===== config.mk =====
export PLATFORM = sky130hd
export DESIGN_NAME = supply_trip_detector
export DESIGN_NICKNAME = d
export VERILOG_FILES = /design/src/hdl/trip_detector_pkg.sv /design/src/hdl/supply_trip_detector.sv
export VERILOG_INCLUDE_DIRS = /design/src /design/src/hdl
export SDC_FILE = /design/constraint.sdc
export NUM_CORES = 1
export LEC_CHECK = 0
export BUFFER_PORTS_ARGS = -buffer_cell sky130_fd_sc_hd__buf_2
export CAP_MARGIN = 20
export CELL_PAD_IN_SITES_DETAIL_PLACEMENT = 1
export CELL_PAD_IN_SITES_GLOBAL_PLACEMENT = 2
export CORE_MARGIN = 3
export CORE_UTILIZATION = 21
export CTS_CLUSTER_DIAMETER = 120
export DETAILED_ROUTE_END_ITERATION = 16
export MAX_ROUTING_LAYER = met4
export PLACE_DENSITY = 0.81
export SYNTH_ARGS = -nofsm -noshare
export SYNTH_HDL_FRONTEND = slang
export SYNTH_SLANG_ARGS = --single-unit

===== constraint.sdc =====
create_clock -name clk_i -period 1.5 [get_ports clk_i]
set_input_delay 0.3 -clock clk_i [delete_from_list [all_inputs] [get_ports clk_i]]
set_output_delay 0.3 -clock clk_i [all_outputs]
set_load 0.01 [all_outputs]

===== src/hdl/trip_detector_defs.svh =====
/*
  Offsets, field positions and reset values of the supply trip detector
  control register. Assumes inclusion by bare name from hdl/.
*/
`ifndef TRIP_DETECTOR_DEFS_SVH
`define TRIP_DETECTOR_DEFS_SVH

`define VDC_ADDR_W 16
`define VDC_OFS_BASE 16'h2920
`define VDC_OFS_CLR 16'h2924
`define VDC_OFS_SET 16'h2928
`define VDC_OFS_INV 16'h292C
`define VDC_RESET 32'h0000_0000
`define VDC_BIT_ENABLE 15
`define VDC_BIT_STOP_IN_IDLE 13
`define VDC_BIT_DIR 11
`define VDC_BIT_BGSTABLE 10
`define VDC_BIT_IRSTABLE 9
`define VDC_BIT_EVENT 8
`define VDC_LEVEL_LSB 0
`define VDC_WRITE_MASK 32'h0000_A80F
`define VDC_LEVEL_EXTERNAL 4'hF
`define VDC_LEVEL_LOWEST 4'h5

`endif


===== src/hdl/trip_detector_pkg.sv =====
/*
  Types shared by the supply trip detector control block.
  Register constants stay in the defs header; state encodings are literals here.
*/
package trip_detector_pkg;

  typedef struct packed {
    logic enable;
    logic stop_in_idle;
    logic trip_direction_select;
    logic [3:0] trip_level_select;
  } ctrl_s;

  typedef enum logic [2:0] {
    ST_OFF = 3'b001,
    ST_ARMED = 3'b010,
    ST_EVENT = 3'b100
  } det_state_e;

endpackage


===== src/hdl/supply_trip_detector.sv =====
/*
  Control and status logic of a programmable supply-voltage trip detector.
  Assumes an analog comparator, band gap and internal reference outside,
  whose status lines are asynchronous, and a plain register port master.
*/
`timescale 1ns/1ns
`default_nettype none
`include "trip_detector_defs.svh"

// Behaviour
// - Detector runs only while the enable field is set.
// - Stop-in-idle set halts detection during Idle; cleared keeps it running.
// - Direction 1 flags voltage at or above trip; 0 at or below.
// - Interrupt flag set when voltage passes trip point in chosen direction.
// - Interrupt request forwarded; controller enable decides vectoring.
// - Read-only band gap stable flag follows reference stability.
// - Read-only internal reference stable flag; zero suppresses interrupt flag.
// - Read-only event status bit reads 1 while a crossing in the chosen direction persists.
// - Level code 1111 compares external sense input against band gap.
// - Codes 1110 to 0101 select ten rising supply trip windows.
// - Unimplemented control bits read as zero.
// - Clear, set and invert aliases at offsets 4, 8 and C.
// - All control fields reset to zero.
// - Idle stops the block only when its stop-in-idle field is set.
// - Module disable ignores writes and invalidates reads.
module supply_trip_detector (
  input wire logic clk_i,
  input wire logic rst_n_i,
  input wire logic [`VDC_ADDR_W-1:0] addr_i,
  input wire logic [31:0] wdata_i,
  input wire logic wr_i,
  input wire logic rd_i,
  output logic [31:0] rdata_o,
  input wire logic idle_i,
  input wire logic module_disable_bit_i,
  input wire logic cmp_above_i,
  input wire logic cmp_below_i,
  input wire logic bandgap_stable_i,
  input wire logic internal_ref_stable_i,
  output logic analog_enable_o,
  output logic [3:0] trip_level_select_o,
  output logic external_sense_select_o,
  output logic irq_flag_o
);

  // ==========================================================
  // Register decode
  trip_detector_pkg::ctrl_s ctrl_r;
  logic [31:0] ctrl_word;
  logic [31:0] ctrl_nxt;
  logic [31:0] status_word;
  logic [31:0] rd_word;
  logic [31:0] rdata_r;
  logic hit_base, hit_clr, hit_set, hit_inv, hit_any;
  logic bg_sync_r, ir_sync_r, event_r;

  function automatic logic [31:0] pack_ctrl(input trip_detector_pkg::ctrl_s c);
    logic [31:0] w;
    w = 32'h0000_0000;
    w[`VDC_BIT_ENABLE] = c.enable;
    w[`VDC_BIT_STOP_IN_IDLE] = c.stop_in_idle;
    w[`VDC_BIT_DIR] = c.trip_direction_select;
    w[`VDC_LEVEL_LSB +: 4] = c.trip_level_select;
    return w;
  endfunction

  function automatic trip_detector_pkg::ctrl_s unpack_ctrl(input logic [31:0] w);
    trip_detector_pkg::ctrl_s c;
    c.enable = w[`VDC_BIT_ENABLE];
    c.stop_in_idle = w[`VDC_BIT_STOP_IN_IDLE];
    c.trip_direction_select = w[`VDC_BIT_DIR];
    c.trip_level_select = w[`VDC_LEVEL_LSB +: 4];
    return c;
  endfunction

  assign ctrl_word = pack_ctrl(ctrl_r);
  assign hit_base = (addr_i == `VDC_OFS_BASE);
  assign hit_clr = (addr_i == `VDC_OFS_CLR);
  assign hit_set = (addr_i == `VDC_OFS_SET);
  assign hit_inv = (addr_i == `VDC_OFS_INV);
  assign hit_any = hit_base | hit_clr | hit_set | hit_inv;

  assign ctrl_nxt = hit_base ? (wdata_i & `VDC_WRITE_MASK) :
                    hit_clr ? (ctrl_word & ~wdata_i) :
                    hit_set ? ((ctrl_word | wdata_i) & `VDC_WRITE_MASK) :
                    ((ctrl_word ^ wdata_i) & `VDC_WRITE_MASK);

  // Reset to zero; disabled block ignores writes
  always_ff @(posedge clk_i) begin
    if (!rst_n_i) begin
      ctrl_r <= unpack_ctrl(`VDC_RESET);
    end else if (wr_i && hit_any && !module_disable_bit_i) begin
      ctrl_r <= unpack_ctrl(ctrl_nxt);
    end
  end

  always_comb begin
    status_word = ctrl_word;
    status_word[`VDC_BIT_BGSTABLE] = bg_sync_r;
    status_word[`VDC_BIT_IRSTABLE] = ir_sync_r;
    status_word[`VDC_BIT_EVENT] = event_r;
  end

  assign rd_word = (rd_i && hit_any && !module_disable_bit_i) ? status_word : 32'h0000_0000;

  always_ff @(posedge clk_i) begin
    if (!rst_n_i) begin
      rdata_r <= 32'h0000_0000;
    end else begin
      rdata_r <= rd_word;
    end
  end
  assign rdata_o = rdata_r;

  // ==========================================================
  // Input synchronisers
  logic [1:0] above_s1_r, above_s2_r;
  logic [1:0] ref_s1_r;
  logic above_sync, below_sync;

  always_ff @(posedge clk_i) begin
    if (!rst_n_i) begin
      ref_s1_r <= 2'h0;
      bg_sync_r <= 1'b0;
      ir_sync_r <= 1'b0;
    end else begin
      ref_s1_r <= {internal_ref_stable_i, bandgap_stable_i};
      bg_sync_r <= ref_s1_r[0];
      ir_sync_r <= ref_s1_r[1];
    end
  end

  // Flush while unpowered
  // An unpowered comparator output is meaningless; keep it out of the sync chain
  always_ff @(posedge clk_i) begin
    if (!rst_n_i || !analog_enable_o) begin
      above_s1_r <= 2'h0;
      above_s2_r <= 2'h0;
    end else begin
      above_s1_r <= {cmp_below_i, cmp_above_i};
      above_s2_r <= above_s1_r;
    end
  end
  assign above_sync = above_s2_r[0];
  assign below_sync = above_s2_r[1];

  // ==========================================================
  // Detection
  trip_detector_pkg::det_state_e state_r, state_nxt;
  logic running, crossed, irq_r;

  // Run only when enabled and not halted by Idle
  assign running = ctrl_r.enable && !(idle_i && ctrl_r.stop_in_idle) && !module_disable_bit_i;
  assign analog_enable_o = ctrl_r.enable && !module_disable_bit_i;
  // Level code drives the analog trip selector
  assign trip_level_select_o = ctrl_r.trip_level_select;
  assign external_sense_select_o = (ctrl_r.trip_level_select == `VDC_LEVEL_EXTERNAL);
  assign crossed = ctrl_r.trip_direction_select ? above_sync : below_sync;

  always_comb begin
    case (state_r)
      trip_detector_pkg::ST_OFF: begin
        state_nxt = running ? trip_detector_pkg::ST_ARMED : trip_detector_pkg::ST_OFF;
      end
      trip_detector_pkg::ST_ARMED: begin
        if (!running) begin
          state_nxt = trip_detector_pkg::ST_OFF;
        end else if (crossed) begin
          state_nxt = trip_detector_pkg::ST_EVENT;
        end else begin
          state_nxt = trip_detector_pkg::ST_ARMED;
        end
      end
      trip_detector_pkg::ST_EVENT: begin
        if (!running) begin
          state_nxt = trip_detector_pkg::ST_OFF;
        end else if (!crossed) begin
          state_nxt = trip_detector_pkg::ST_ARMED;
        end else begin
          state_nxt = trip_detector_pkg::ST_EVENT;
        end
      end
      default: begin
        state_nxt = trip_detector_pkg::ST_OFF;
      end
    endcase
  end

  always_ff @(posedge clk_i) begin
    if (!rst_n_i) begin
      state_r <= trip_detector_pkg::ST_OFF;
      event_r <= 1'b0;
      irq_r <= 1'b0;
    end else begin
      state_r <= state_nxt;
      // Event active while in detection state
      event_r <= (state_nxt == trip_detector_pkg::ST_EVENT);
      // One pulse per entry, gated by reference
      irq_r <= (state_r == trip_detector_pkg::ST_ARMED) &&
               (state_nxt == trip_detector_pkg::ST_EVENT) && ir_sync_r;
    end
  end
  assign irq_flag_o = irq_r;

  // ==========================================================
  // Assertions
  a_irq_single_pulse: assert property (
    @(posedge clk_i) disable iff (!rst_n_i) irq_flag_o |=> !irq_flag_o)
    else $error("interrupt flag held longer than one cycle");

  a_irq_needs_ref: assert property (
    @(posedge clk_i) disable iff (!rst_n_i) irq_flag_o |-> $past(ir_sync_r))
    else $error("interrupt flag raised with unstable reference");

  a_irq_sets_event: assert property (
    @(posedge clk_i) disable iff (!rst_n_i) irq_flag_o |-> event_r)
    else $error("interrupt flag without active event");

  a_event_needs_enable: assert property (
    @(posedge clk_i) disable iff (!rst_n_i) !ctrl_r.enable |=> !event_r)
    else $error("event active while detector disabled");

  a_idle_halts: assert property (
    @(posedge clk_i) disable iff (!rst_n_i)
    (idle_i && ctrl_r.stop_in_idle) |=> !event_r)
    else $error("event active during idle halt");

  a_event_direction: assert property (
    @(posedge clk_i) disable iff (!rst_n_i)
    $rose(event_r) |-> $past(ctrl_r.trip_direction_select ? above_sync : below_sync))
    else $error("event raised without crossing in chosen direction");

  a_read_reserved_zero: assert property (
    @(posedge clk_i) disable iff (!rst_n_i)
    (rdata_o[31:16] == 16'h0000) && !rdata_o[14] && !rdata_o[12] && (rdata_o[7:4] == 4'h0))
    else $error("unimplemented bits read non-zero");

  a_disable_no_write: assert property (
    @(posedge clk_i) disable iff (!rst_n_i)
    module_disable_bit_i && wr_i |=> $stable(ctrl_r))
    else $error("write took effect while module disabled");

  a_set_alias: assert property (
    @(posedge clk_i) disable iff (!rst_n_i)
    wr_i && hit_set && !module_disable_bit_i && wdata_i[`VDC_BIT_ENABLE] |=> ctrl_r.enable)
    else $error("set alias did not set enable");

  a_bandgap_flag: assert property (
    @(posedge clk_i) disable iff (!rst_n_i)
    bandgap_stable_i [*3] |-> bg_sync_r)
    else $error("band gap flag not following input");

  a_bandgap_low: assert property (
    @(posedge clk_i) disable iff (!rst_n_i)
    !bandgap_stable_i [*3] |-> !bg_sync_r)
    else $error("band gap flag set while reference unstable");

  a_clear_alias: assert property (
    @(posedge clk_i) disable iff (!rst_n_i)
    wr_i && hit_clr && !module_disable_bit_i && wdata_i[`VDC_BIT_ENABLE] |=> !ctrl_r.enable)
    else $error("clear alias did not clear enable");

  a_invert_alias: assert property (
    @(posedge clk_i) disable iff (!rst_n_i)
    wr_i && hit_inv && !module_disable_bit_i |=>
    (ctrl_word == (($past(ctrl_word) ^ $past(wdata_i)) & `VDC_WRITE_MASK)))
    else $error("invert alias did not toggle writable bits");

  a_reset_zero: assert property (
    @(posedge clk_i)
    !rst_n_i |=> (ctrl_word == `VDC_RESET) && !irq_flag_o && !event_r && (rdata_o == 32'h0000_0000))
    else $error("reset left a non-zero field");

  a_disable_read_zero: assert property (
    @(posedge clk_i) disable iff (!rst_n_i)
    rd_i && module_disable_bit_i |=> (rdata_o == 32'h0000_0000))
    else $error("disabled block returned read data");

  a_irq_on_entry: assert property (
    @(posedge clk_i) disable iff (!rst_n_i)
    (state_r == trip_detector_pkg::ST_ARMED) && running && crossed && ir_sync_r |=> irq_flag_o)
    else $error("qualifying crossing raised no interrupt flag");

  a_event_clears: assert property (
    @(posedge clk_i) disable iff (!rst_n_i)
    event_r && !crossed |=> !event_r)
    else $error("event status held after crossing went away");

  a_idle_no_irq: assert property (
    @(posedge clk_i) disable iff (!rst_n_i)
    (idle_i && ctrl_r.stop_in_idle) |=> !irq_flag_o)
    else $error("interrupt flag raised during idle halt");

  a_stale_flush: assert property (
    @(posedge clk_i) disable iff (!rst_n_i)
    !analog_enable_o |=> !above_sync && !below_sync)
    else $error("comparator history kept while unpowered");

endmodule
`default_nettype wire


* After elaboration in Yosys (flattened, before gate mapping)
Cells that the tools add are included.
** Storage, ports and cells
- Register bits :: 52
- Word-level logic and storage cells :: 55
** Cells by class
- Mux-type cells :: 8
- Bitwise gates (word level) :: 7
- Reduce and logical (&&, ||, !) cells :: 17
- Equality and inequality tests :: 9
** Operators with widths (number)
- equality test 16 x 14 -> 1 bit, second input constant :: 4
- two-way mux 16 bit :: 3
- bitwise AND 16 bit :: 1
- NOT 16 bit :: 1
- bitwise OR 16 bit :: 1
- XOR 16 bit :: 1
- logical AND 1 bit :: 10
- equality test 3 bit, second input constant :: 2
- two-way mux 3 bit :: 2
- one-hot mux 3 bit (2 select lines) :: 1
- equality test 4 bit, second input constant :: 1
- logical NOT 1 bit :: 4
- equality test 3 x 1 -> 1 bit, second input constant :: 1
- equality test 3 x 2 -> 1 bit, second input constant :: 1
- bitwise OR 1 bit :: 3
- two-way mux 2 bit :: 1
- AND reduction 2 bit :: 1
- OR reduction 2 bit :: 1
- logical OR 1 bit :: 1
- two-way mux 1 bit :: 1

* Longest topological paths before layout
Gate-level depths: netlist of run 1.
- Depth after elaboration :: 9
- Depth in mapped cells :: 6

* Least setup slack after synthesis of run 1
No wires, ideal clock.
- Path kind :: in2reg
- From :: input addr_i[14]
- To :: register ctrl_r, in the netlist trip_level_select_o[2]
- Arrival :: 1.462 ns
- Cell stages on the path :: 6
- Setup slack :: -0.037 ns
- Data required time :: 1.426 ns
- Library setup time :: 0.074 ns
- Buffers on the path :: 1
- Path through :: nor4b_4 nand4_4 nor3b_4 buf_6 o21ai_1 a31oi_1
** Between the ends
- Longest elaborated chain between the ends :: 6
- Elaborated cells on any way between the ends :: 12
** Ends and longest elaborated chain
- start: declaration :: line supply_trip_detector.sv:29 : input wire logic [`VDC_ADDR_W-1:0] addr_i,
- equality test 16 x 14 -> 1 bit (no source line)
- bitwise OR 1 bit (3 in series) :: line supply_trip_detector.sv:81 : assign hit_any = hit_base | hit_clr | hit_set | hit_inv;
- logical AND 1 bit (2 in series) :: line supply_trip_detector.sv:92 : end else if (wr_i && hit_any && !module_disable_bit_i) begin
- end signal: assignment :: line supply_trip_detector.sv:91 : ctrl_r <= unpack_ctrl(`VDC_RESET);
- end signal: assignment :: line supply_trip_detector.sv:93 : ctrl_r <= unpack_ctrl(ctrl_nxt);
- end: declaration :: line supply_trip_detector.sv:48 : trip_detector_pkg::ctrl_s ctrl_r;
Several ways; a longest one is shown, not always the timed one.
A chain may end at the register's enable or synchronous reset.

* Worst setup path in the final report of run 1
- From :: register ctrl_r, in the netlist trip_level_select_o[2]
- To :: output external_sense_select_o
** Between the ends
- Longest elaborated chain between the ends :: 1
** Ends and longest elaborated chain
- equality test 4 bit (no source line)
- end: declaration :: line supply_trip_detector.sv:42 : output logic external_sense_select_o,
Every way passes these cells.

==> results of run 1 <==
==> synthesized netlist by cell type (all sizes together) <==
library cell / number / area (sq um)
nor4: 10 / 62.56
nand2b: 2 / 12.51
nand3b: 1 / 7.510
buf: 29 / 225.2
a31oi: 6 / 37.54
nor3: 2 / 10.01
nor2: 11 / 41.29
o211ai: 1 / 7.510
mux2i: 2 / 20.02
and2: 9 / 56.30
nor2b: 1 / 6.260
nor4b: 3 / 56.31
a221oi: 6 / 52.55
conb: 1 / 3.750
nand4b: 1 / 8.760
nor3b: 2 / 26.28
clkbuf: 1 / 3.750
nand4: 2 / 27.53
and3: 4 / 25.02
o21ai: 6 / 33.78
nand2: 11 / 41.29
ha: 14 / 175.2
xnor2: 1 / 8.760
dfxtp: 30 / 600.6
mux4: 1 / 22.52
inv: 15 / 56.30
a21oi: 3 / 15.01
and4bb: 1 / 12.51
==> metal layers <==
layer  track usage  up-vias
met2        0.1720       60
met4       0.03245        0
met5             -        -
met1        0.1105      676
li1              -      689
met3       0.02709        6
==> area by class of cell <==
type                    count  area [sq um]
diodes                      1         2.502
clock buffers               5         68.82
clock inverters             2         10.01
fillers                   924          5313
inverters                  15         56.30
multi-input cells         122         870.8
flip-flops and latches     30         610.6
well taps                  99         123.9
repair buffers             68         391.6
==> final timing paths <==
kind                               start                 endpoint  slack (ps)  cells past startpoint
setup / recovery  trip_level_select_o[2]  external_sense_select_o          80                      3
hold / removal          bandgap_stable_i              ref_s1_r[0]         230                      2
setup reg to reg               ctrl_r[4]                ctrl_r[4]         130                      5
hold reg to reg                  event_r               rdata_o[8]         430                      1
==> registers in the layout, indices dropped and copies added, names as in the netlist <==
name and count:
ctrl_r 3, rdata_o 10, irq_flag_o 1, above_s1_r 2
event_r 1, ref_s1_r 2, state_r 3, bg_sync_r 1
above_s2_r 2, trip_level_select_o 4, ir_sync_r 1
==> stage by stage <==
step | total power (uW) | util | std cells | setup WS (ps)
2_1_floorplan | 947.2 | - | 197 | -14.52
3_3_place_gp | 979.8 | 0.2690 | 332 | -162.1
3_5_place_dp | 985.3 | 0.2690 | 332 | -195.4
4_1_cts | 1605 | 0.2807 | 339 | 3.740
5_1_grt | 1656 | 0.2866 | 342 | -11.14
6_report | 1579 | 0.2866 | 342 | 78.68
==> worst max-delay path, stage by stage (launching register included) <==
cell and delay, ps:
dfxtp_4 340, inv_1 60, nor4_2 270, buf_2 170
==> power by group through the flow <==
stage | Sequential [uW] | Clock [uW] | Combinational (uW)
6_report | 801 | 612 | 165
5_1_grt | 801 | 670 | 185
4_1_cts | 803 | 637 | 165
3_5_place_dp | 821 | 0 | 164
3_3_place_gp | 821 | 0 | 159
2_1_floorplan | 820 | 0 | 127
==> cells by family after synthesis <==
family / Yosys count / synth area share
DFF: 30 / 0.3625
and+or+nand+nor: 60 / 0.2379
xor gates and xnor gates: 1 / 0.005288
buffers and inverters: 45 / 0.1722
adders and majority gates: 14 / 0.1057
muxes: 3 / 0.02568
AOI/OAI and AO/OA: 22 / 0.08837
other: 1 / 0.002264
==> timing repair <==
| item | CTS | global route |
|---|---|---|
| gates cloned | 0 | 0 |
| pin swaps | 0 | 2 |
| gates resized for setup | 3 | 10 |
| buffers inserted | 0 | 2 |
| setup endpoints to repair | 1 | 4 |
==> results.md, run 1 <==
* Run status: complete, no violations
* Hold Path Class: in -> reg
* Worst path arrival time at 1120 ps
* Highest signal layer in the routed design: met4
* Leading cell types in the layout, fill and taps excluded: buf_2 (49), dfxtp_1 (24), conb_1 (22), buf_4 (18)
* Yosys warning count at 0
* Pin count of the biggest net entering global routing at 11
* First-pass detailed-route iteration total at 4
* Proportion of layout cells with a drive suffix above 1 at 0.3843
* Met2 wire length at 2065 um
* Fmax at around 0.70 GHz
* Number of I/O pins at 97
* Number of violations of the max-capacitance limit at 0
* Final design instance area without fill at 2135 sq um
* Maximum resistive drop on vdd at 0.2489 mV
* Remaining global-route overflow at 0
* Sequential area share after synthesis at 0.3625
* Area growth from synthesis to layout at 28.85%
* Detailed-routing wirelength on met1 at ~1800 um
* Relative contribution of sequential cells to total power at 0.507
* Critical path startpoint category: register
* DRC violations left at 0
* Via density per instance at 4.184
* Post-synth design cell area at between 1500 and 2000 sq um
* Dpl cell area at ~2000 sq um
* All-Layer GR Usage at 0.09944
* Final Skew at 3.133 ps
* Final period demand of the worst path at 1421 ps
* Clk slew on worst S/H paths at 60 ps
* Via count of the first global-routing pass at 1470
* Net Switching at 397.8 uW
* Critical path fanouts, max at 3
* Tightest hold margin at 226.7 ps
* Wire length on met3 at 354 um
* Die outline height at 94.82 um
* Clock latency at the later pin of the worst-skew pair at 280 ps
* Number of hold buffers added after cts at 0
* Initial antenna violation count at 1
* Leakage at around 0.0010 uW
* Horizontal die dimension at 94.82 um
* Final Hold Violating Endpoints at 0
* CTS tree: yes
* Proportion of power drawn by combinational gates at 0.105
* Number of buffers created by CTS at 5
* H-tree level count at 2
* Most common cell after layout, fill and taps aside: buf_2
* Internal power at 1181 uW
* Vias post-DR at about 1400
* Avg Cell Area, Syn at 9.412 sq um
* Effective utilization at floorplan at 0.2224
* Fraction of power spent switching nets at 0.2520
* Netlist cell types at 34
* I/O Buffers at 49
* Cell Rows at 31
* Sum of net half-perimeters after detailed placement at 3360 um
* Share of power burned in the clock network at 0.388
* Worst Setup Path Type: reg -> out
* Gate count after technology mapping at 176
* Sinks on Clock Net at 30
* Average routed wire per standard cell at 12.46 um
* Data required time of the worst path at 1200 ps
* Final sum of negative setup slack at 0 ps
* Endpoint type of the worst setup path: primary output
* Total power per unit cell area at approximately 740 nW/um^2
* Period Utilization, post-route at 0.9475
* Weighted congestion at the end of routability-driven global placement at 0.7751
* Number of max-slew violations in the final report at 0
* Clock Path Buffers at 2
* Total Routed Length at 4261 um
* Core Box Area at 7447 sq um
* Initial DRC Count at 22
* Die Outline Area at 8990 sq um
* Number of nets in the layout at 314
* Number of antenna-violating nets in the routed design at 0
* RSZ-0062 raised after global routing: yes
* Final setup violating endpoints at 0
* First-pass GRT wire length at 6665 um
* Register bit count reported by yosys at 30
* Root Buffer: clkbuf_8
No activity file was read; power rests on OpenSTA's default activity.
==> run 2, diff against run 1 <==
- CELL_PAD_IN_SITES_GLOBAL_PLACEMENT: 2 -> 1
- CORE_UTILIZATION: 21 -> 28
- PLACE_DENSITY: 0.81 -> 0.84
==> run 2 against run 1 <==
Effect of this change:
- critical path depth grew 2
- maximum frequency shrank 0.94%
- sequential cell count is the same
- via count shrank 0.77%
- die area shrank 24%
- sequential power is essentially flat
==> results.md, run 2 (synthesis gave the netlist of run 1 again) <==
* Worst path arrival time at 1610 ps (+490 ps)
* Initial DRC Count at 46 (+110%)
* Vias post-DR at 1420 (-0.77%)
* Clk slew on worst S/H paths at 60 ps (about the same)
* Max FFs per register at 10 (unchanged)
* Die outline height at 82.92 um (-13%)
* Worst reg2reg setup slack at 70 ps (-60 ps)
* Initial antenna violation count at 0 (-1)
* All-Layer GR Usage at 0.1207 (+0.02129)
* Data required time of the worst path at 1670 ps (+470 ps)
* Final Skew at 2.532 ps (-0.6009 ps)
* Endpoint type of the worst setup path: register
* Leakage at 0.0009924 uW (-0.62%)
* Number of nets in the layout at 312 (-0.64%)
* Final setup violating endpoints at 0 (unchanged)
* Cell Rows at 27 (-13%)
* Area growth from synthesis to layout at 26.13%
* Critical path fanouts, max at 2 (-1)
* Core Box Area at 5608 sq um (-25%)
* Sinks on Clock Net at 30 (unchanged)
* I/O Buffers at 49 (unchanged)
* Number of buffers created by CTS at 5 (unchanged)
* CTS tree: yes
* Via count of the first global-routing pass at 1390 (-5.4%)
* Cell depth of the worst min-delay path at 2 (unchanged)
* Dpl cell area at 1974 sq um (-1.4%)
* Maximum resistive drop on vdd at 0.3231 mV (+30%)
* H-tree level count at 2 (unchanged)
* Final Hold Violating Endpoints at 0 (unchanged)
* Weighted congestion at the end of routability-driven global placement at 0.7829 (+1.0%)
* Clock latency at the later pin of the worst-skew pair at 280 ps (about the same)
* Fmax at 0.6970 GHz (-0.94%)
* Critical path startpoint category: register
* Final period demand of the worst path at 1435 ps (+13.45 ps)
* Worst setup timing slack at the placement stage at -232.3 ps (-36.84 ps)
* Root Buffer: clkbuf_8
* Number of antenna-violating nets in the routed design at 0 (unchanged)
* Number of violations of the max-capacitance limit at 0 (unchanged)
* Length in cells of the worst reg-to-reg path at 5 (unchanged)
* Diodes inserted at 0 (-1)
* Total Routed Length at 4097 um (-3.8%)
* RSZ-0062 raised after global routing: no
* Worst Setup Path Type: reg -> reg
* Most common cell after layout, fill and taps aside: buf_2
* Run status: complete, no violations
* Hold Crit Start: internal_ref_stable_i
* Pin count of the biggest net entering global routing at 11 (unchanged)
* Hold Path Class: in -> reg
* Average routed wire per standard cell at 13.09 um (+5.1%)
* Total Power Consumption at 1639 uW (+3.8%)
* Horizontal die dimension at 82.92 um (-13%)
* Leading cell types in the layout, fill and taps excluded: buf_2 (49), dfxtp_1 (25), conb_1 (22), buf_4 (16), ha_1 (14)
* Total power per unit cell area at 784.5 nW/um^2 (+6.1%)
* End of the worst register-to-register path: ctrl_r[4]
* Hold Path Sink: ref_s1_r[1]
* Final design instance area without fill at 2090 sq um (-2.1%)
* Number of max-slew violations in the final report at 0 (unchanged)
* Number of I/O pins at 97 (unchanged)
* Period Utilization, post-route at 0.9565 (+0.008969)
* Sum of net half-perimeters after detailed placement at 3257 um (-3.1%)
* Effective utilization at floorplan at 0.2954 (+0.07296)
* Proportion of layout cells with a drive suffix above 1 at 0.3693 (-0.01500)
* Die Outline Area at 6876 sq um (-24%)
* Via density per instance at 4.537 (+8.4%)
* Reg-to-Reg Start: ctrl_r[4]
* First-pass detailed-route iteration total at 4 (unchanged)
* Setup slack after layout at 65.23 ps (-13.45 ps)
* Remaining global-route overflow at 0 (unchanged)
* First-pass GRT wire length at 6548 um (-1.8%)
* DRC violations left at 0 (unchanged)
* Clock Path Buffers at 2 (unchanged)
-- run 2: power breakdown --
part	switching (uW)	internal [uW]	leakage (uW)	total, uW
Sequential	1.29	801	0.000245	803
Combinational	92.6	68.9	0.000700	162
Clock	307	368	0.0000472	675
Total	401	1240	0.000992	1640
-- run 2: worst max-delay path, stage by stage (launching register included) --
cell,delay (ps)
dfxtp_2,330
inv_1,50
ha_1,260
mux4_2,470
mux2i_1,150
nor2b_1,60
-- run 2: area by class of cell --
type,instances,area (sq um)
fillers,704,3518
multi-input cells,122,855.8
flip-flops and latches,30,606.8
repair buffers,66,385.4
well taps,72,90.09
clock buffers,6,82.58
inverters,15,56.30
clock inverters,2,12.51
-- run 2: repair_timing --
item / CTS / global route
hold buffers: 0 / 0
buffers inserted: 0 / 1
pin swaps: 0 / 1
endpoints found under the hold margin: 0 / 0
setup endpoints to repair: 1 / 2
resized for setup: 3 / 5
-- run 2: how the worst max path moves through the flow --
stage | start | depth (start not counted) | to
floorplan | addr_i[14] | 6 | trip_level_select_o[2]
detailed placement | addr_i[1] | 7 | trip_level_select_o[2]
global route | addr_i[1] | 7 | trip_level_select_o[1]
global placement | addr_i[14] | 7 | trip_level_select_o[1]
CTS | trip_level_select_o[0] | 3 | external_sense_select_o
finish | ctrl_r[4] | 5 | ctrl_r[4]
-- run 2: per-stage QoR --
step                utilization  TNS [ps]  instances  hold WS [ps]
floorplan                     -    -29.66        197         405.7
global placement         0.3521     -1282        304         410.2
detailed placement       0.3521     -1645        304         421.1
CTS                      0.3697         0        312         222.4
global route             0.3726         0        313         231.2
finish                   0.3726         0        313         226.6
-- run 2: routing by layer --
layer  global-route usage  vias up  wire length [um]
li1                     -      690                 -
met1               0.1392      661              1698
met2               0.1917       62              1986
met3              0.03571        7               330
met4              0.05795        0                82
met5                    -        -                 0
